--- src/dec_pkg.sv ---
`default_nettype none
package dec_pkg;
    localparam int SYNC_STAGES = 2;
    localparam logic [2:0] WPT_PC_AHEAD = 3'h5;
    localparam logic [2:0] PC_AHEAD_NONE = 3'h0;
    localparam logic [1:0] CAUSE_NONE = 2'h0;
    localparam logic [1:0] CAUSE_BREAK = 2'h1;
    localparam logic [1:0] CAUSE_WATCH = 2'h2;
    localparam logic [1:0] CAUSE_REQUEST = 2'h3;

    typedef enum logic [2:0] {
        ST_RUN = 3'h0,
        ST_BKPT_ENTRY = 3'h1,
        ST_WPT_WAIT = 3'h2,
        ST_WPT_EXC = 3'h3,
        ST_REQ_DRAIN = 3'h4,
        ST_HALTED = 3'h5
    } dec_state_t;
endpackage
`default_nettype wire

--- src/dec_sync.sv ---
`timescale 1ns/100ps
`default_nettype none
module dec_sync (
    input wire logic clk, // Core clock
    input wire logic rst, // Synchronous reset, active high
    input wire logic asyncIn, // Level from another timing domain
    output logic syncOut // Level safe to use in the core domain
);
    logic [dec_pkg::SYNC_STAGES-1:0] stage_q;

    // Stage 0 feeds only stage 1; syncOut is the last stage
    always_ff @(posedge clk) begin
        if (rst) begin
            stage_q <= '0;
        end else begin
            stage_q <= {stage_q[dec_pkg::SYNC_STAGES-2:0], asyncIn};
        end
    end

    assign syncOut = stage_q[dec_pkg::SYNC_STAGES-1];
endmodule // dec_sync
`default_nettype wire

--- src/dec_entry_control.sv ---
// Functional notes
// - External breakpoint ORed with internal breakpoint before reaching core control.
// - Fetched instruction is latched at the end of its fetch cycle.
// - Breakpointed instruction enters Execute with its state changes suppressed.
// - Debug entry sequence starts from latched breakpoint, overlapping its Execute.
// - Prefetch abort on a breakpointed instruction wins; breakpoint ignored.
// - Breakpoint beats software interrupt or undefined instruction.
// - Interrupt at boundary with breakpointed instruction wins; instruction discarded.
// - Debug state disables interrupt recognition, status flags untouched.
// - After watchpoint the next instruction completes; entry is imprecise.
// - Instruction following the completing one is not executed.
// - Watchpoint entry leaves PC five instructions ahead.
// - Aborting watchpointed access: abort entry first, then debug state.
// - Pending interrupt at watchpoint: interrupt entry first, then debug.
// - Debug request from on-chip unit or external pin, synchronised.
// - Synchronised debug request beats pending interrupt.
// - After request, stop issue; enter debug once Execute instruction retires.
// - In debug state both memory interfaces signal internal cycles.
// - In debug state aborts and interrupts are ignored.
// - Acknowledge output high whenever in debug state.
// - On-chip debug unit facilities used only while enable input is high.
`timescale 1ns/100ps
`default_nettype none
module dec_entry_control (
    input wire logic clk, // Core clock, 20 MHz
    input wire logic rst, // Synchronous reset, active high
    input wire logic ext_breakpoint_in, // Breakpoint from external comparators
    input wire logic intBreakpointIn, // Breakpoint from on-chip debug unit
    input wire logic ext_watchpoint_in, // Watchpoint from external comparators
    input wire logic intWatchpointIn, // Watchpoint from on-chip debug unit
    input wire logic ext_debug_request_in, // Asynchronous debug request pin
    input wire logic intDebugRequestIn, // Debug request from on-chip debug unit
    input wire logic debug_facility_enable_in, // On-chip debug unit enable
    input wire logic fetchLatchIn, // Instruction fetched and latched this cycle
    input wire logic prefetchAbortIn, // Abort tag of the instruction in Decode
    input wire logic execEnterIn, // Decode instruction moves to Execute
    input wire logic dataAccessIn, // Data access completes this cycle
    input wire logic dataAbortIn, // That data access aborts
    input wire logic nextDoneIn, // Instruction after the watched access completed
    input wire logic excEntryDoneIn, // Exception entry sequence finished
    input wire logic execDrainedIn, // Execute instruction finished Memory and Write
    input wire logic irqPendingIn, // Interrupt or fast_interrupt pending
    input wire logic restartIn, // Leave debug state
    output logic coreBreakpoint_q, // Merged breakpoint for the instruction latched
    output logic suppressExec_q, // Execute instruction makes no state change
    output logic discardInstr_q, // Breakpointed instruction dropped for interrupt
    output logic stallIssue_q, // No issue into Execute
    output logic irqRecognize_q, // Interrupts may be recognised
    output logic abortRecognize_q, // Aborts may be recognised
    output logic memInternal_q, // Both memory interfaces show internal cycles
    output logic debug_state_ack_out, // High in debug state
    output logic [1:0] entryCause_q, // Cause of the latest entry
    output logic [2:0] pcAhead_q // Instructions the PC runs ahead on entry
);
    dec_pkg::dec_state_t state_q, state_d;
    logic reqSync, reqRaw, bkptMerged, wptHit;
    logic fetchLatch_q, bkptTag_q, bkptExec;
    logic doSuppress, doDiscard;

    // Decoded from the next state so the outputs settle with the state register
    function automatic logic isStalled(input dec_pkg::dec_state_t st);
        return (st == dec_pkg::ST_REQ_DRAIN) || (st == dec_pkg::ST_HALTED);
    endfunction

    function automatic logic isHalted(input dec_pkg::dec_state_t st);
        return st == dec_pkg::ST_HALTED;
    endfunction

    // Internal sources are honoured only with the facility enabled
    assign bkptMerged = ext_breakpoint_in | (intBreakpointIn & debug_facility_enable_in);
    assign wptHit = dataAccessIn & (ext_watchpoint_in | (intWatchpointIn & debug_facility_enable_in));
    assign reqRaw = ext_debug_request_in | (intDebugRequestIn & debug_facility_enable_in);

    dec_sync u_dec_sync (
        .clk(clk),
        .rst(rst),
        .asyncIn(reqRaw),
        .syncOut(reqSync)
    );

    // Breakpoint sampled one cycle after the fetch latch
    always_ff @(posedge clk) begin
        if (rst) begin
            fetchLatch_q <= 1'h0;
        end else begin
            fetchLatch_q <= fetchLatchIn;
        end
    end

    always_ff @(posedge clk) begin
        if (rst) begin
            bkptTag_q <= 1'h0;
        end else if (fetchLatch_q) begin
            bkptTag_q <= bkptMerged;
        end else if (execEnterIn) begin
            bkptTag_q <= 1'h0;
        end
    end

    // Tag is dropped when the instruction carries a prefetch abort
    assign bkptExec = execEnterIn & bkptTag_q & ~prefetchAbortIn;

    always_comb begin
        state_d = state_q;
        doSuppress = 1'h0;
        doDiscard = 1'h0;
        unique case (state_q)
            dec_pkg::ST_RUN: begin
                if (reqSync) begin
                    state_d = dec_pkg::ST_REQ_DRAIN;
                end else if (wptHit) begin
                    if (dataAbortIn || irqPendingIn) begin
                        state_d = dec_pkg::ST_WPT_EXC;
                    end else begin
                        state_d = dec_pkg::ST_WPT_WAIT;
                    end
                end else if (bkptExec) begin
                    if (irqPendingIn) begin
                        doDiscard = 1'h1;
                    end else begin
                        doSuppress = 1'h1;
                        state_d = dec_pkg::ST_BKPT_ENTRY;
                    end
                end
            end
            dec_pkg::ST_BKPT_ENTRY: begin
                state_d = dec_pkg::ST_HALTED;
            end
            dec_pkg::ST_WPT_WAIT: begin
                if (nextDoneIn) begin
                    doSuppress = 1'h1;
                    state_d = dec_pkg::ST_HALTED;
                end
            end
            dec_pkg::ST_WPT_EXC: begin
                if (excEntryDoneIn) begin
                    state_d = dec_pkg::ST_HALTED;
                end
            end
            dec_pkg::ST_REQ_DRAIN: begin
                if (execDrainedIn) begin
                    state_d = dec_pkg::ST_HALTED;
                end
            end
            dec_pkg::ST_HALTED: begin
                if (restartIn) begin
                    state_d = dec_pkg::ST_RUN;
                end
            end
            default: begin
                state_d = dec_pkg::ST_RUN;
            end
        endcase
    end

    always_ff @(posedge clk) begin
        if (rst) begin
            state_q <= dec_pkg::ST_RUN;
        end else begin
            state_q <= state_d;
        end
    end

    always_ff @(posedge clk) begin
        if (rst) begin
            coreBreakpoint_q <= 1'h0;
            suppressExec_q <= 1'h0;
            discardInstr_q <= 1'h0;
        end else begin
            coreBreakpoint_q <= fetchLatch_q & bkptMerged;
            suppressExec_q <= doSuppress;
            discardInstr_q <= doDiscard;
        end
    end

    always_ff @(posedge clk) begin
        if (rst) begin
            stallIssue_q <= 1'h0;
            irqRecognize_q <= 1'h1;
            abortRecognize_q <= 1'h1;
            memInternal_q <= 1'h0;
            debug_state_ack_out <= 1'h0;
        end else begin
            stallIssue_q <= isStalled(state_d);
            // Interrupts stay out for the whole drain, yet stay open for exception entry
            irqRecognize_q <= !isStalled(state_d);
            abortRecognize_q <= !isHalted(state_d);
            memInternal_q <= isHalted(state_d);
            debug_state_ack_out <= isHalted(state_d);
        end
    end

    // Cause and PC offset are captured on the edge that leaves RUN
    always_ff @(posedge clk) begin
        if (rst) begin
            entryCause_q <= dec_pkg::CAUSE_NONE;
            pcAhead_q <= dec_pkg::PC_AHEAD_NONE;
        end else if (state_q == dec_pkg::ST_RUN && state_d != dec_pkg::ST_RUN) begin
            if (state_d == dec_pkg::ST_REQ_DRAIN) begin
                entryCause_q <= dec_pkg::CAUSE_REQUEST;
                pcAhead_q <= dec_pkg::PC_AHEAD_NONE;
            end else if (state_d == dec_pkg::ST_BKPT_ENTRY) begin
                entryCause_q <= dec_pkg::CAUSE_BREAK;
                pcAhead_q <= dec_pkg::PC_AHEAD_NONE;
            end else begin
                entryCause_q <= dec_pkg::CAUSE_WATCH;
                pcAhead_q <= dec_pkg::WPT_PC_AHEAD;
            end
        end
    end

    AST_BKPT_MERGE: assert property (@(posedge clk) disable iff (rst)
        fetchLatch_q && ext_breakpoint_in |=> coreBreakpoint_q)
        else $error("external breakpoint not merged");

    AST_INT_GATED: assert property (@(posedge clk) disable iff (rst)
        fetchLatch_q && !ext_breakpoint_in && !debug_facility_enable_in |=> !coreBreakpoint_q)
        else $error("internal breakpoint used while disabled");

    AST_BKPT_ENTRY: assert property (@(posedge clk) disable iff (rst)
        state_q == dec_pkg::ST_RUN && !reqSync && !wptHit && bkptExec && !irqPendingIn
        |=> suppressExec_q ##1 debug_state_ack_out)
        else $error("breakpoint entry sequence wrong");

    AST_PABT_WINS: assert property (@(posedge clk) disable iff (rst)
        state_q == dec_pkg::ST_RUN && !reqSync && !wptHit && execEnterIn && prefetchAbortIn
        |=> !suppressExec_q && !discardInstr_q)
        else $error("breakpoint taken despite prefetch abort");

    AST_IRQ_DISCARD: assert property (@(posedge clk) disable iff (rst)
        state_q == dec_pkg::ST_RUN && !reqSync && !wptHit && bkptExec && irqPendingIn
        |=> discardInstr_q && !debug_state_ack_out)
        else $error("interrupt did not discard breakpointed instruction");

    AST_WPT_PC: assert property (@(posedge clk) disable iff (rst)
        state_q == dec_pkg::ST_RUN && !reqSync && wptHit |=> pcAhead_q == dec_pkg::WPT_PC_AHEAD)
        else $error("watchpoint PC offset not five");

    AST_WPT_EXC_FIRST: assert property (@(posedge clk) disable iff (rst)
        state_q == dec_pkg::ST_WPT_EXC && !excEntryDoneIn |=> !debug_state_ack_out)
        else $error("debug entered before exception entry");

    AST_REQ_STALL: assert property (@(posedge clk) disable iff (rst)
        state_q == dec_pkg::ST_RUN && reqSync |=> stallIssue_q && !irqRecognize_q)
        else $error("request did not stall issue");

    AST_HALT_ISOLATE: assert property (@(posedge clk) disable iff (rst)
        debug_state_ack_out |-> memInternal_q && !irqRecognize_q && !abortRecognize_q)
        else $error("core not isolated in debug state");

    AST_REQ_SYNC: assert property (@(posedge clk) disable iff (rst)
        $rose(reqSync) |-> $past(reqRaw, 2))
        else $error("request used without two-stage sync");

    AST_BKPT_SAMPLE: assert property (@(posedge clk) disable iff (rst)
        fetchLatch_q |=> bkptTag_q == $past(bkptMerged))
        else $error("breakpoint not sampled in the cycle after the fetch latch");

    AST_BKPT_HALT: assert property (@(posedge clk) disable iff (rst)
        state_q == dec_pkg::ST_BKPT_ENTRY |=> debug_state_ack_out)
        else $error("breakpoint entry sequence did not reach debug state");

    AST_ENTRY_IRQ_OFF: assert property (@(posedge clk) disable iff (rst)
        $rose(debug_state_ack_out) |-> !irqRecognize_q)
        else $error("interrupts still recognised on debug entry");

    AST_WPT_HOLD: assert property (@(posedge clk) disable iff (rst)
        state_q == dec_pkg::ST_WPT_WAIT && !nextDoneIn |=> !debug_state_ack_out && state_q == dec_pkg::ST_WPT_WAIT)
        else $error("watchpoint entry before the next instruction completed");

    AST_WPT_NEXT: assert property (@(posedge clk) disable iff (rst)
        state_q == dec_pkg::ST_WPT_WAIT && nextDoneIn |=> suppressExec_q && debug_state_ack_out)
        else $error("following instruction not suppressed on watchpoint entry");

    AST_WPT_IRQ_FIRST: assert property (@(posedge clk) disable iff (rst)
        state_q == dec_pkg::ST_RUN && !reqSync && wptHit && irqPendingIn
        |=> state_q == dec_pkg::ST_WPT_EXC && irqRecognize_q)
        else $error("pending interrupt not taken before watchpoint entry");

    AST_WPT_ABORT_FIRST: assert property (@(posedge clk) disable iff (rst)
        state_q == dec_pkg::ST_RUN && !reqSync && wptHit && dataAbortIn
        |=> state_q == dec_pkg::ST_WPT_EXC && abortRecognize_q)
        else $error("aborting watched access not taken before debug entry");

    AST_REQ_FIRST: assert property (@(posedge clk) disable iff (rst)
        state_q == dec_pkg::ST_RUN && reqSync && (wptHit || bkptExec)
        |=> state_q == dec_pkg::ST_REQ_DRAIN && !suppressExec_q && !discardInstr_q)
        else $error("request lost priority to another entry source");

    AST_DRAIN_WAIT: assert property (@(posedge clk) disable iff (rst)
        state_q == dec_pkg::ST_REQ_DRAIN && !execDrainedIn |=> !debug_state_ack_out && stallIssue_q && !irqRecognize_q)
        else $error("debug state entered before the Execute instruction retired");

    AST_ACK_STATE: assert property (@(posedge clk) disable iff (rst)
        debug_state_ack_out == (state_q == dec_pkg::ST_HALTED))
        else $error("acknowledge does not follow debug state");

    AST_EXIT: assert property (@(posedge clk) disable iff (rst)
        state_q == dec_pkg::ST_HALTED && restartIn
        |=> !debug_state_ack_out && irqRecognize_q && abortRecognize_q && !memInternal_q)
        else $error("core not released on leaving debug state");
endmodule // dec_entry_control
`default_nettype wire

--- config.mk ---
export PLATFORM = sky130hd
export DESIGN_NAME = dec_entry_control
export DESIGN_NICKNAME = d
export VERILOG_FILES = /design/src/dec_pkg.sv /design/src/dec_sync.sv /design/src/dec_entry_control.sv
export SDC_FILE = /design/constraint.sdc
export NUM_CORES = 1
export LEC_CHECK = 0
export BUFFER_PORTS_ARGS = -buffer_cell sky130_fd_sc_hd__buf_4
export CAP_MARGIN = 20
export CORE_UTILIZATION = 49
export DETAILED_ROUTE_END_ITERATION = 6
export GPL_TIMING_DRIVEN = 1
export HOLD_SLACK_MARGIN = 0.08
export PLACE_DENSITY_LB_ADDON = 0.08
export SLEW_MARGIN = 0
export SYNTH_ARGS = -nofsm -noshare
export SYNTH_HDL_FRONTEND = slang
export SYNTH_SLANG_ARGS = --single-unit
export TNS_END_PERCENT = 1
--- constraint.sdc ---
create_clock -name clk -period 2.52 [get_ports clk]
set_input_delay 0.504 -clock clk [delete_from_list [all_inputs] [get_ports clk]]
set_output_delay 0.504 -clock clk [all_outputs]
set_load 0.02 [all_outputs]
**Yosys cells after proc, flatten, opt, wreduce, memory -nomap -nowiden**

Index checks and enable logic that the tools add are counted.

- Shifts and indexed selects: 0
- Equal/unequal tests: 8
- Mux-type cells: 23
- Bitwise operators: 13
- Reduce and logical (&&, ||, !) cells: 9
- Order comparisons: 0
- $add $sub $neg: 0
- Multipliers: 0
- Div/mod/pow operators: 0

Operators by type and width:

| cell | count |
|---|---|
| 3-bit two-way mux | 10 |
| 3-bit one-hot mux with 6 select lines | 1 |
| 3-bit == test, second input constant | 4 |
| 1-bit two-way mux | 9 |
| 1-bit AND | 7 |
| 3-bit by 1-bit == test with 1-bit output, second input constant | 2 |
| 3-bit by 2-bit == test with 1-bit output, second input constant | 2 |
| 5-bit OR reduction | 1 |
| 2-bit two-way mux | 2 |
| 3-bit logical NOT | 1 |
| 1-bit NOT | 3 |
| 1-bit bitwise OR | 3 |
| 3-bit nonzero test | 1 |
| 1-bit logical NOT | 2 |
| 1-bit logical OR | 2 |
| 1-bit one-hot mux with 2 select lines | 1 |
| 2-bit nonzero test | 1 |
| 1-bit logical AND | 1 |

- Output and inout port bits: 13
- RAM bits: 0
- Bits of input ports: 19
- Memories kept: 0
- ROM bits: 0
- Bits in registers: 19
- Logic and storage cells: 66
- Bits in latches: 0

**Logic depth before layout (Yosys ltp)**

Gate-level depths: netlist of the first run.

- Word-level depth: 9
- Depth in mapped cells: 7
- Mapped depth without buffers: 6

**Cells and area by module**

Synthesis of the first run repeated with hierarchy kept, for this count alone.

- Cells, all modules: 85
- Area, all modules: 778.2 µm²

Modules (own cells, without submodules):

| module | times used | seq. area each (µm²) | cells an instance | area an instance (µm²) |
|---|---|---|---|---|
| dec_entry_control | 1 | 300.3 | 81 | 725.7 |
| dec_sync | 1 | 40.0 | 4 | 52.6 |

**Least setup slack after synthesis of the first run**

OpenSTA, ideal clock, no wires.

- Path type: in2reg
- Start: in intWatchpointIn
- End: reg entryCause_q[0]
- Buffers on the path: 0
- Required time: 2405 ps
- Setup time: 115 ps
- Slack: 816 ps
- Arrival: 1590 ps
- Cell stages on the path: 5
- Cell sequence: a21o_1 a211o_2 a211oi_2 a21oi_1 o21a_1

- Word-level cells in the longest chain between the ends: 9
- Elaborated cells between the ends (all ways): 12
- Classes of those cells: eq/ne (2); mux (5); bitwise (3); reduce/logical (2)

RTL lines:

| item | line | text |
|---|---|---|
| start, declared | dec_entry_control.sv:30 | `input wire logic intWatchpointIn,` |
| 1-bit AND (*) | dec_entry_control.sv:71 | `assign wptHit = dataAccessIn & (ext_watchpoint_in \| (intWatchpointIn & debug_facility_enable_in));` |
| 1-bit bitwise OR (*) | dec_entry_control.sv:71 |  |
| 1-bit AND (*) | dec_entry_control.sv:71 |  |
| 3-bit two-way mux (*) | dec_entry_control.sv:111 | `end else if (wptHit) begin` |
| 3-bit two-way mux (*) | dec_entry_control.sv:109 | `if (reqSync) begin` |
| 3-bit one-hot mux with 6 select lines (*) | dec_entry_control.sv:107 | `unique case (state_q)` |
| 3-bit by 1-bit == test with 1-bit output | dec_entry_control.sv:202 | `end else if (state_d == dec_pkg::ST_BKPT_ENTRY) begin` |
| 2-bit two-way mux | dec_entry_control.sv:202 |  |
| 2-bit two-way mux | dec_entry_control.sv:199 | `if (state_d == dec_pkg::ST_REQ_DRAIN) begin` |
| end signal, assigned | dec_entry_control.sv:200 | `entryCause_q <= dec_pkg::CAUSE_REQUEST;` |
| end signal, assigned | dec_entry_control.sv:203 | `entryCause_q <= dec_pkg::CAUSE_BREAK;` |
| end signal, assigned | dec_entry_control.sv:206 | `entryCause_q <= dec_pkg::CAUSE_WATCH;` |
| end, declared | dec_entry_control.sv:52 | `output logic [1:0] entryCause_q,` |

Every way passes the cells marked *; elsewhere a longest branch is shown, timed or not.
A chain may end at the register's enable or synchronous reset.

**Worst setup path in the final report of the first run**

- Start: reg state_q[1]
- End: reg entryCause_q[1]

- Word-level cells in the longest chain between the ends: 8
- Elaborated cells between the ends (all ways): 21
- Classes of those cells: eq/ne (7); mux (11); reduce/logical (3)

RTL lines:

| item | line | text |
|---|---|---|
| start, declared | dec_entry_control.sv:55 | `dec_pkg::dec_state_t state_q, state_d;` |
| start signal, assigned | dec_entry_control.sv:158 | `state_q <= dec_pkg::ST_RUN;` |
| start signal, assigned | dec_entry_control.sv:160 | `state_q <= state_d;` |
| 3-bit two-way mux | dec_entry_control.sv:118 | `if (irqPendingIn) begin` |
| 3-bit two-way mux | dec_entry_control.sv:117 | `end else if (bkptExec) begin` |
| 3-bit two-way mux | dec_entry_control.sv:111 |  |
| 3-bit two-way mux | dec_entry_control.sv:109 |  |
| 3-bit one-hot mux with 6 select lines | dec_entry_control.sv:107 |  |
| 3-bit by 1-bit == test with 1-bit output | dec_entry_control.sv:202 |  |
| 2-bit two-way mux | dec_entry_control.sv:202 |  |
| 2-bit two-way mux | dec_entry_control.sv:199 |  |

Several ways; a longest one is shown, not always the timed one.

==> results of run 1 <==
-- routing by layer --
layer | global-route usage [%] | share of wire [%] | vias up
met1 | 23.08 | 46 | 286
met3 | 2.609 | 7.3 | 0
met4 | 3.871 | 0 | 0
met2 | 27.50 | 47 | 35
met5 | 0 | 0 | -
li1 | - | - | 326
-- per-stage QoR --
stage,worst slack [ns],instance area [um^2]
global placement,0.6291,950.9
detailed placement,0.5975,950.9
floorplan,0.8155,764.5
finish,0.7306,978.4
global route,0.6093,978.4
CTS,0.7223,978.4
-- cell type report --
cell class / count / area, um^2
fill: 118 / 404.1
multi-input combinational: 51 / 355.3
sequential: 17 / 340.3
timing repair buffer: 30 / 225.2
clock buffer: 3 / 22.52
tap: 15 / 18.77
inverter: 3 / 11.26
clock inverter: 1 / 5.005
-- flip-flops by register name, summed over array words and instances (netlist names) --
name	cells
coreBreakpoint_q	1
entryCause_q	2
abortRecognize_q	1
fetchLatch_q	1
discardInstr_q	1
state_q	3
irqRecognize_q	1
stallIssue_q	1
bkptTag_q	1
u_dec_sync.stage_q	2
pcAhead_q	1
suppressExec_q	1
debug_state_ack_out	1
-- kinds of logic (layout without fill, tap and decap cells) --
family,count (synthesis),after routing,synth area share (%)
simple gates,29,29,25.53
other cells,1,1,0.4905
compound gates,20,20,18.99
mux,1,1,1.473
buf+inv,9,37,9.001
flops,17,17,44.52
-- placed cells by master, fill, tap and decap left out, types with 2 or more instances in the layout --
cell      count
nand2b_1      2
nor2_1        7
dfxtp_1      17
inv_1         3
nor2b_1       4
a21oi_1       8
buf_4        30
clkbuf_4      3
nand3_1       2
o21ai_0       2
nor3b_1       3
-- worst reg2reg max path, stage by stage, from the launching register on --
cell and delay, ns:
dfxtp_1 0.40, or4_4 0.61, nor3b_4 0.28, a311oi_2 0.11
nor2b_1 0.17, o32ai_1 0.13
-- worst paths after layout --
| kind | cells after the start | startpoint | end |
|---|---|---|---|
| max | 5 | state_q[1] | entryCause_q[1] |
| min | 2 | fetchLatchIn | fetchLatch_q |
| max reg2reg | 5 | state_q[1] | entryCause_q[1] |
| min reg2reg | 1 | u_dec_sync.stage_q[0] | u_dec_sync.stage_q[1] |
-- power by group through the flow --
stage	combinational [mW]	clock (mW)	sequential (mW)
after floorplan	0.244	0	0.406
after global placement	0.357	0	0.375
after detailed placement	0.360	0	0.378
after CTS	0.361	0.146	0.371
after global routing	0.390	0.156	0.380
final	0.358	0.142	0.372
==> qor.yml, run 1 <==
floorplanning:
  row_count: 13
  coreArea_um2: 1383
  start_util_pct: 55.29
  die_x_um: 41.50
  die-area_um2: 1722
  io_pins: 32
  die_y_um: 41.50
synth:
  ys_ff_latch: 17
  ys_async_sr_fraction_pct: 0
  yosys_warnings: 0
  syn_nets: 96
  synth_cell_types: 36
  netlist_area_um2: 764.5
  synth_edf_count: 0
  ys_top_cells_by_area: "dfxtp_1 45%, a21oi_1 5.2%, nor2_1 3.4%"
  synth_top_area_share_pct: 44.52
  syn_area_per_cell_um2: 9.928
  synth-seq-area-share_pct: 44.52
  synthTopCellsByCount: "17 x dfxtp_1, 8 x a21oi_1, 7 x nor2_1, 4 x nor2b_1"
  yosysMostFrequentCell: "dfxtp_1"
  syn_inst: 77
  synth_top_area_cell: "dfxtp_1"
  synth_top_flop_cell: "dfxtp_1"
timing:
  max_clock_freq_ghz: 0.5589
  slew_viol_final: 0
  tns_ns: 0
  fin_skew_ns: 0.001337
  finalCritPeriodShare_pct: 71.01
  hold_violations: 0
  hold_slack_ns: 0.4242
  setup_viol: 0
  fin_crit_ns: 1.789
  rsz0062_at_grt: "no"
power_and_ir_drop:
  total_power_mw: 0.8719
  combPwrFrac_pct: 41.1
  switching_share_pct: 36.08
  internal_power_mw: 0.5573
  power_frac_seq_pct: 42.6
  p_sw_mw: 0.3145
  p_leak_nw: 0.4426
  clkPwrFrac_pct: 16.3
  vdd_ir_drop_max_mv: 0.5822
  powerDensity_nw_per_um2: 891.1
run:
  max_cap_viol_count: 0
layout:
  nNetsFinal: 125
  drive_gt1_share_pct: 40.95
  instances_no_fill: 120
  fin_util_pct: 70.77
  antenna_cells: 0
  synthToLayoutAreaGrowth_pct: 27.99
placement:
  port-buffer-count: 30
  post-dp-hpwl_mm: 1.053
  gp_congestion: 0.7314
  dp_cells: 116
run_status:
  status: "completed"
cts:
  cts_buffer_depth: 2
  cts.sinks: 17
  cts_made_buffers: 3
  clkTransAtPathRegs_ns: 0.10
  post_cts_buffers: 0
  clk_latency_ns: 0.28
  cts_hold_buf: 0
  cts_tree: "done"
  postCtsResizedCells: 0
  root_buffer: "clkbuf_4"
  cts-htree-levels: 1
setup_path:
  crit_buf_inv: 0
  arrival_ns: 1.99
  worstSetupPathType: "reg -> reg"
  cpLargestDelayFamily: "simple AND/OR/NAND/NOR gates"
  required_ns: 2.72
  critPathSlowestCell: "or4_4"
  slowest_delay_ns: 0.61
  r2r_setup_slack_ns: 0.73
  worstSetupEndpointType: "flip-flop"
  cp_cell_sequence: "or4_4, nor3b_4, a311oi_2, nor2b_1, o32ai_1"
  startpoint_type: "flip-flop"
  cp_max_fo: 9
global_route:
  grt_pass1_vias: 535
  grt_pass1_wl_mm: 2.290
  overflow: 0
  antenna_found_initial: 0
  grtUsageTotal_pct: 16.74
  grt_max_degree: 15
detailed_routing:
  drc_errors: 0
  drtPass1Iterations: 4
  ant_nets: 0
  vias: 647
  wl_per_cell_um: 11.40
  vias_per_cell: 5.392
  routed_wl_mm: 1.368
  drtIter0Drc: 14
worst_hold_path:
  hold_class: "in -> reg"
Power figures use the tool's default switching activity.
==> run 2: changes to the inputs <==
- CORE_UTILIZATION: 49 -> 41
- clock period: 2.52 -> 1.6 ns (I/O delays scaled with it)
==> qor.yml, run 2 (synthesized netlist as in run 1, its figures left out) <==
setup_path:
  startpoint_type: "flip-flop"
  critPathSlowestCell: "or4_4"
  worstSetupEndpointType: "flip-flop"
  r2r_setup_slack_ns: -0.01  # -0.74 ns
  required_ns: 1.79  # -0.93 ns
  slowest_delay_ns: 0.59  # -0.02 ns
  arrival_ns: 1.80  # -0.19 ns
  worstSetupPathType: "reg -> reg"
  cp_cell_sequence: "or4_4, a31oi_1, a211oi_2, buf_4, nand2b_1"
  cp_max_fo: 5  # -4
detailed_routing:
  routed_wl_mm: 1.537  # +12%
  drtPass1Iterations: 4  # unchanged
  drc_errors: 0  # unchanged
  wl_per_cell_um: 11.22  # -1.6%
  vias_per_cell: 4.818  # -11%
  vias: 660  # +2.0%
  drtIter0Drc: 11  # -3
  ant_nets: 0  # unchanged
placement:
  port-buffer-count: 30  # unchanged
  gp_congestion: 0.8250  # +13%
  dpl_cell_area_um2: 1017  # +7.0%
  post-dp-hpwl_mm: 1.168  # +11%
global_route:
  grt_max_degree: 15  # unchanged
  grtUsageTotal_pct: 17.21  # +0.47 points
  grt_pass1_vias: 585  # +9.3%
  grt_pass1_wl_mm: 2.511  # +9.7%
  antenna_found_initial: 0  # unchanged
  overflow: 0  # unchanged
run_status:
  violations: "negative setup slack"
  status: "finished with violations"
cts:
  post_cts_buffers: 0  # unchanged
  root_buffer: "clkbuf_4"
  cts_tree: "done"
  cts_buffer_depth: 2  # unchanged
  cts-htree-levels: 1  # unchanged
  cts_made_buffers: 3  # unchanged
  clkTransAtPathRegs_ns: 0.10  # about the same
  cts.sinks: 17  # unchanged
  clk_latency_ns: 0.29  # about the same
timing:
  finalCritPeriodShare_pct: 100.7  # +30 points
  fin_ws_ns: -0.01192  # -0.7425 ns
  rsz0062_at_grt: "yes"
  fin_skew_ns: 0.002153  # +0.0008161 ns
  slew_viol_final: 0  # unchanged
  fin_crit_ns: 1.612  # -0.1775 ns
  max_clock_freq_ghz: 0.6204  # +11%
  setup_viol: 2  # +2
  hold_violations: 0  # unchanged
power_and_ir_drop:
  p_leak_nw: 0.4823  # +9.0%
  power_frac_seq_pct: 37.9  # -4.7 points
  vdd_ir_drop_max_mv: 1.001  # +72%
  switching_share_pct: 35.91  # -0.16 points
  clkPwrFrac_pct: 15.3  # -1.0 points
  p_sw_mw: 0.5300  # +68%
  combPwrFrac_pct: 46.7  # +5.6 points
  powerDensity_nw_per_um2: 1386  # +56%
  internal_power_mw: 0.9457  # +70%
layout:
  fillCellCount: 172  # +46%
  design_area_um2: 1065  # +8.8%
  top_register: "state_q"
  largest_reg_flops: 3  # unchanged
  fin_util_pct: 61.00  # -9.8 points
  antenna_cells: 0  # unchanged
  drive_gt1_share_pct: 47.32  # +6.4 points
  reg.largest.list: "state_q x3, entryCause_q x2, u_dec_sync.stage_q x2"
  layout_commonest_cell: "buf_4"
  synthToLayoutAreaGrowth_pct: 39.28
  final_cell_mix: "37 x buf_4, 16 x dfxtp_1, 7 x a21oi_1, 7 x nor2_1, 4 x nor2b_1"
  nNetsFinal: 132  # +5.6%
run:
  max_cap_viol_count: 0  # unchanged
floorplanning:
  die-area_um2: 2041  # +19%
  start_util_pct: 43.80  # -11 points
  die_x_um: 45.18  # +8.9%
  io_pins: 32  # unchanged
  die_y_um: 45.18  # +8.9%
  coreArea_um2: 1745  # +26%
  row_count: 15  # +2
worst_hold_path:
  hold_class: "in -> reg"
-- run 2: cell types whose count changed in the layout (fill, tap and decap cells not counted), sizes merged --
cell	previous run	this run
buf	30	37
-- run 2: path summary, 6_finish.rpt --
kind / start / to / depth (start not counted)
min reg2reg: u_dec_sync.stage_q[0] / u_dec_sync.stage_q[1] / 1
min: ext_debug_request_in / u_dec_sync.stage_q[0] / 3
max: state_q[1] / abortRecognize_q / 5
max reg2reg: state_q[1] / abortRecognize_q / 5
-- run 2: cell type report --
class | instances | area, um^2 | area share, %
repair buffers | 37 | 277.8 | 26.09
flip-flops and latches | 17 | 341.6 | 32.08
multi-input cells | 51 | 375.4 | 35.25
inverters | 3 | 11.26 | 1.058
clock buffers | 3 | 22.52 | 2.115
well taps | 25 | 31.28 | 2.938
clock inverters | 1 | 5.005 | 0.4700
-- run 2: worst max-delay path: cells and delay by family, from the launching register on --
kind	cells	cell delay (ns)
simple gates	2	0.71
compound gates	2	0.32
flops	1	0.32
buf+inv	1	0.15
-- run 2: metrics by stage --
stage / total power, mW / TNS (ns) / hold WS (ns) / cells / worst slack, ns
2_1_floorplan: 1.027 / -0.02856 / 0.4041 / 77 / -0.01534
3_3_place_gp: 1.224 / -0.01886 / 0.4211 / 133 / -0.01886
3_5_place_dp: 1.227 / -0.03945 / 0.4332 / 133 / -0.03945
4_1_cts: 1.483 / -0.003817 / 0.2245 / 137 / -0.003495
5_1_grt: 1.575 / -0.3686 / 0.2387 / 137 / -0.09787
6_report: 1.476 / -0.02162 / 0.2325 / 137 / -0.01192
-- run 2: power by group through the flow --
stage / logic [mW] / clock network (mW) / registers [mW]
after floorplan: 0.386 / 0 / 0.642
after global placement: 0.654 / 0 / 0.570
after detailed placement: 0.658 / 0 / 0.569
after CTS: 0.683 / 0.240 / 0.560
after global routing: 0.750 / 0.254 / 0.572
final: 0.689 / 0.226 / 0.560
-- run 2: repair_timing --
item,CTS,global route
endpoints found under the setup margin,2,5
gates resized for setup,4,1
pin swaps,1,0
hold buffers,0,0
-- run 2: layer usage --
layer	up-vias	routed length, um	global-route usage [%]
met1	298	727	24.63
met5	-	0	0
met2	19	730	25.80
met3	2	58	2.400
li1	341	-	-
met4	0	20	7.273
==> run 3: changes to the inputs <==
- SETUP_SLACK_MARGIN: not set -> 0.4
==> qor.yml, run 3 (synthesized netlist as in run 1, its figures left out) <==
run_status:
  status: "finished with violations"
  violations: "negative setup slack"
setup_path:
  startpoint_type: "flip-flop"
  arrival_ns: 1.80  # about the same
  cp_max_fo: 5  # unchanged
  r2r_cells: 5  # unchanged
  required_ns: 1.79  # about the same
  worstSetupEndpointType: "flip-flop"
  worstSetupPathType: "reg -> reg"
timing:
  tns_ns: -0.01526  # +0.006357 ns
  max_clock_freq_ghz: 0.6208  # about the same
  fin_crit_ns: 1.611  # -0.001039 ns
  fin_skew_ns: 0.002467  # +0.0003138 ns
  rsz0062_at_grt: "yes"
  finalCritPeriodShare_pct: 100.7  # about the same
  setup_viol: 2  # unchanged
  fin_ws_ns: -0.01088  # +0.001039 ns
  slew_viol_final: 0  # unchanged
  hold_violations: 0  # unchanged
cts:
  cts_made_buffers: 3  # unchanged
  cts_hold_buf: 0  # unchanged
  cts_buffer_depth: 2  # unchanged
  root_buffer: "clkbuf_4"
  clk_latency_ns: 0.29  # about the same
  cts.sinks: 17  # unchanged
  cts_tree: "done"
  clkTransAtPathRegs_ns: 0.10  # about the same
  cts-htree-levels: 1  # unchanged
detailed_routing:
  vias_per_cell: 4.781  # -0.76%
  drtPass1Iterations: 4  # unchanged
  drtIter0Drc: 11  # unchanged
  routed_wl_mm: 1.531  # -0.39%
  wl_per_cell_um: 11.18  # -0.39%
  vias: 655  # -0.76%
  ant_nets: 0  # unchanged
  drc_errors: 0  # unchanged
layout:
  top_register: "state_q"
  final_cell_mix: "37 x buf_4, 16 x dfxtp_1, 7 x a21oi_1, 7 x nor2_1, 4 x nor2b_1"
  reg.largest.list: "state_q x3, entryCause_q x2, u_dec_sync.stage_q x2"
  multiInputGateArea_um2: 375.4  # unchanged
  antenna_cells: 0  # unchanged
  fillCellCount: 172  # unchanged
  synthToLayoutAreaGrowth_pct: 39.28  # unchanged
  nNetsFinal: 132  # unchanged
  largest_reg_flops: 3  # unchanged
  seqCellArea_um2: 341.6  # unchanged
  fin_util_pct: 61.00  # unchanged
  drive_gt1_share_pct: 47.32  # unchanged
  layout_commonest_cell: "buf_4"
run:
  max_cap_viol_count: 0  # unchanged
floorplanning:
  io_pins: 32  # unchanged
  die_x_um: 45.18  # unchanged
  coreArea_um2: 1745  # unchanged
  die-area_um2: 2041  # unchanged
  row_count: 15  # unchanged
  die_y_um: 45.18  # unchanged
  start_util_pct: 43.80  # unchanged
power_and_ir_drop:
  powerDensity_nw_per_um2: 1385  # about the same
  vdd_ir_drop_max_mv: 1.001  # about the same
  p_leak_nw: 0.4823  # about the same
global_route:
  grt_max_degree: 15  # unchanged
  grt_pass1_wl_mm: 2.511  # unchanged
  grt_pass1_vias: 584  # -0.17%
  overflow: 0  # unchanged
  antenna_found_initial: 0  # unchanged
  grtUsageTotal_pct: 17.21  # unchanged
placement:
  post-dp-hpwl_mm: 1.168  # unchanged
  port-buffer-count: 30  # unchanged
  gp_congestion: 0.8250  # unchanged
worst_hold_path:
  hold_class: "in -> reg"
  hold_path_depth: 3  # unchanged
run 3: cell counts in the layout (fill, tap and decap cells not counted):
No cell type changed its count.
run 3: stage by stage:
| step | hold slack (ns) | instance area [um^2] | setup WS (ns) | cells | power (mW) |
|---|---|---|---|---|---|
| 3_5_place_dp | 0.4332 | 1017 | -0.03945 | 133 | 1.227 |
| 3_3_place_gp | 0.4211 | 1017 | -0.01886 | 133 | 1.224 |
| 4_1_cts | 0.2245 | 1061 | -0.003294 | 137 | 1.483 |
| 2_1_floorplan | 0.4041 | 765.7 | -0.01534 | 77 | 1.027 |
| 5_1_grt | 0.2387 | 1065 | -0.09852 | 137 | 1.575 |
| 6_report | 0.2326 | 1065 | -0.01088 | 137 | 1.475 |
run 3: layout make-up:
cell class | instances | area share [%]
multi-input cells | 51 | 35.25
flip-flops and latches | 17 | 32.08
repair buffers | 37 | 26.09
well taps | 25 | 2.938
clock buffers | 3 | 2.115
inverters | 3 | 1.058
clock inverters | 1 | 0.4700
run 3: timing repair:
action                                  CTS  global route
endpoints found under the setup margin   12            12
pin swaps                                 2             0
gates resized for setup                   4             1
gates cloned                              0             0
setup buffers                             0             0
run 3: critical path: stages (launching register included):
cell	delay [ns]
dfxtp_1	0.32
or4_4	0.59
a31oi_1	0.20
a211oi_2	0.12
buf_4	0.15
nand2b_1	0.12
run 3: report_power, final:
| part | total, mW | switching (mW) | internal (mW) |
|---|---|---|---|
| registers | 0.560 | 0.0468 | 0.513 |
| logic | 0.688 | 0.349 | 0.340 |
| clock network | 0.227 | 0.134 | 0.0930 |
run 3: final timing paths:
check | startpoint | to | slack (ns)
setup / recovery | state_q[1] | abortRecognize_q | -0.01
hold / removal | ext_debug_request_in | u_dec_sync.stage_q[0] | 0.23
setup reg to reg | state_q[1] | abortRecognize_q | -0.01
hold reg to reg | u_dec_sync.stage_q[0] | u_dec_sync.stage_q[1] | 0.45
run 3: per-layer routing:
layer	GRT usage, %	vias to the layer above	routed length [um]
met4	7.273	0	20
met2	25.80	21	727
met5	0	-	0
met1	24.63	291	721
li1	-	341	-
met3	2.400	2	61
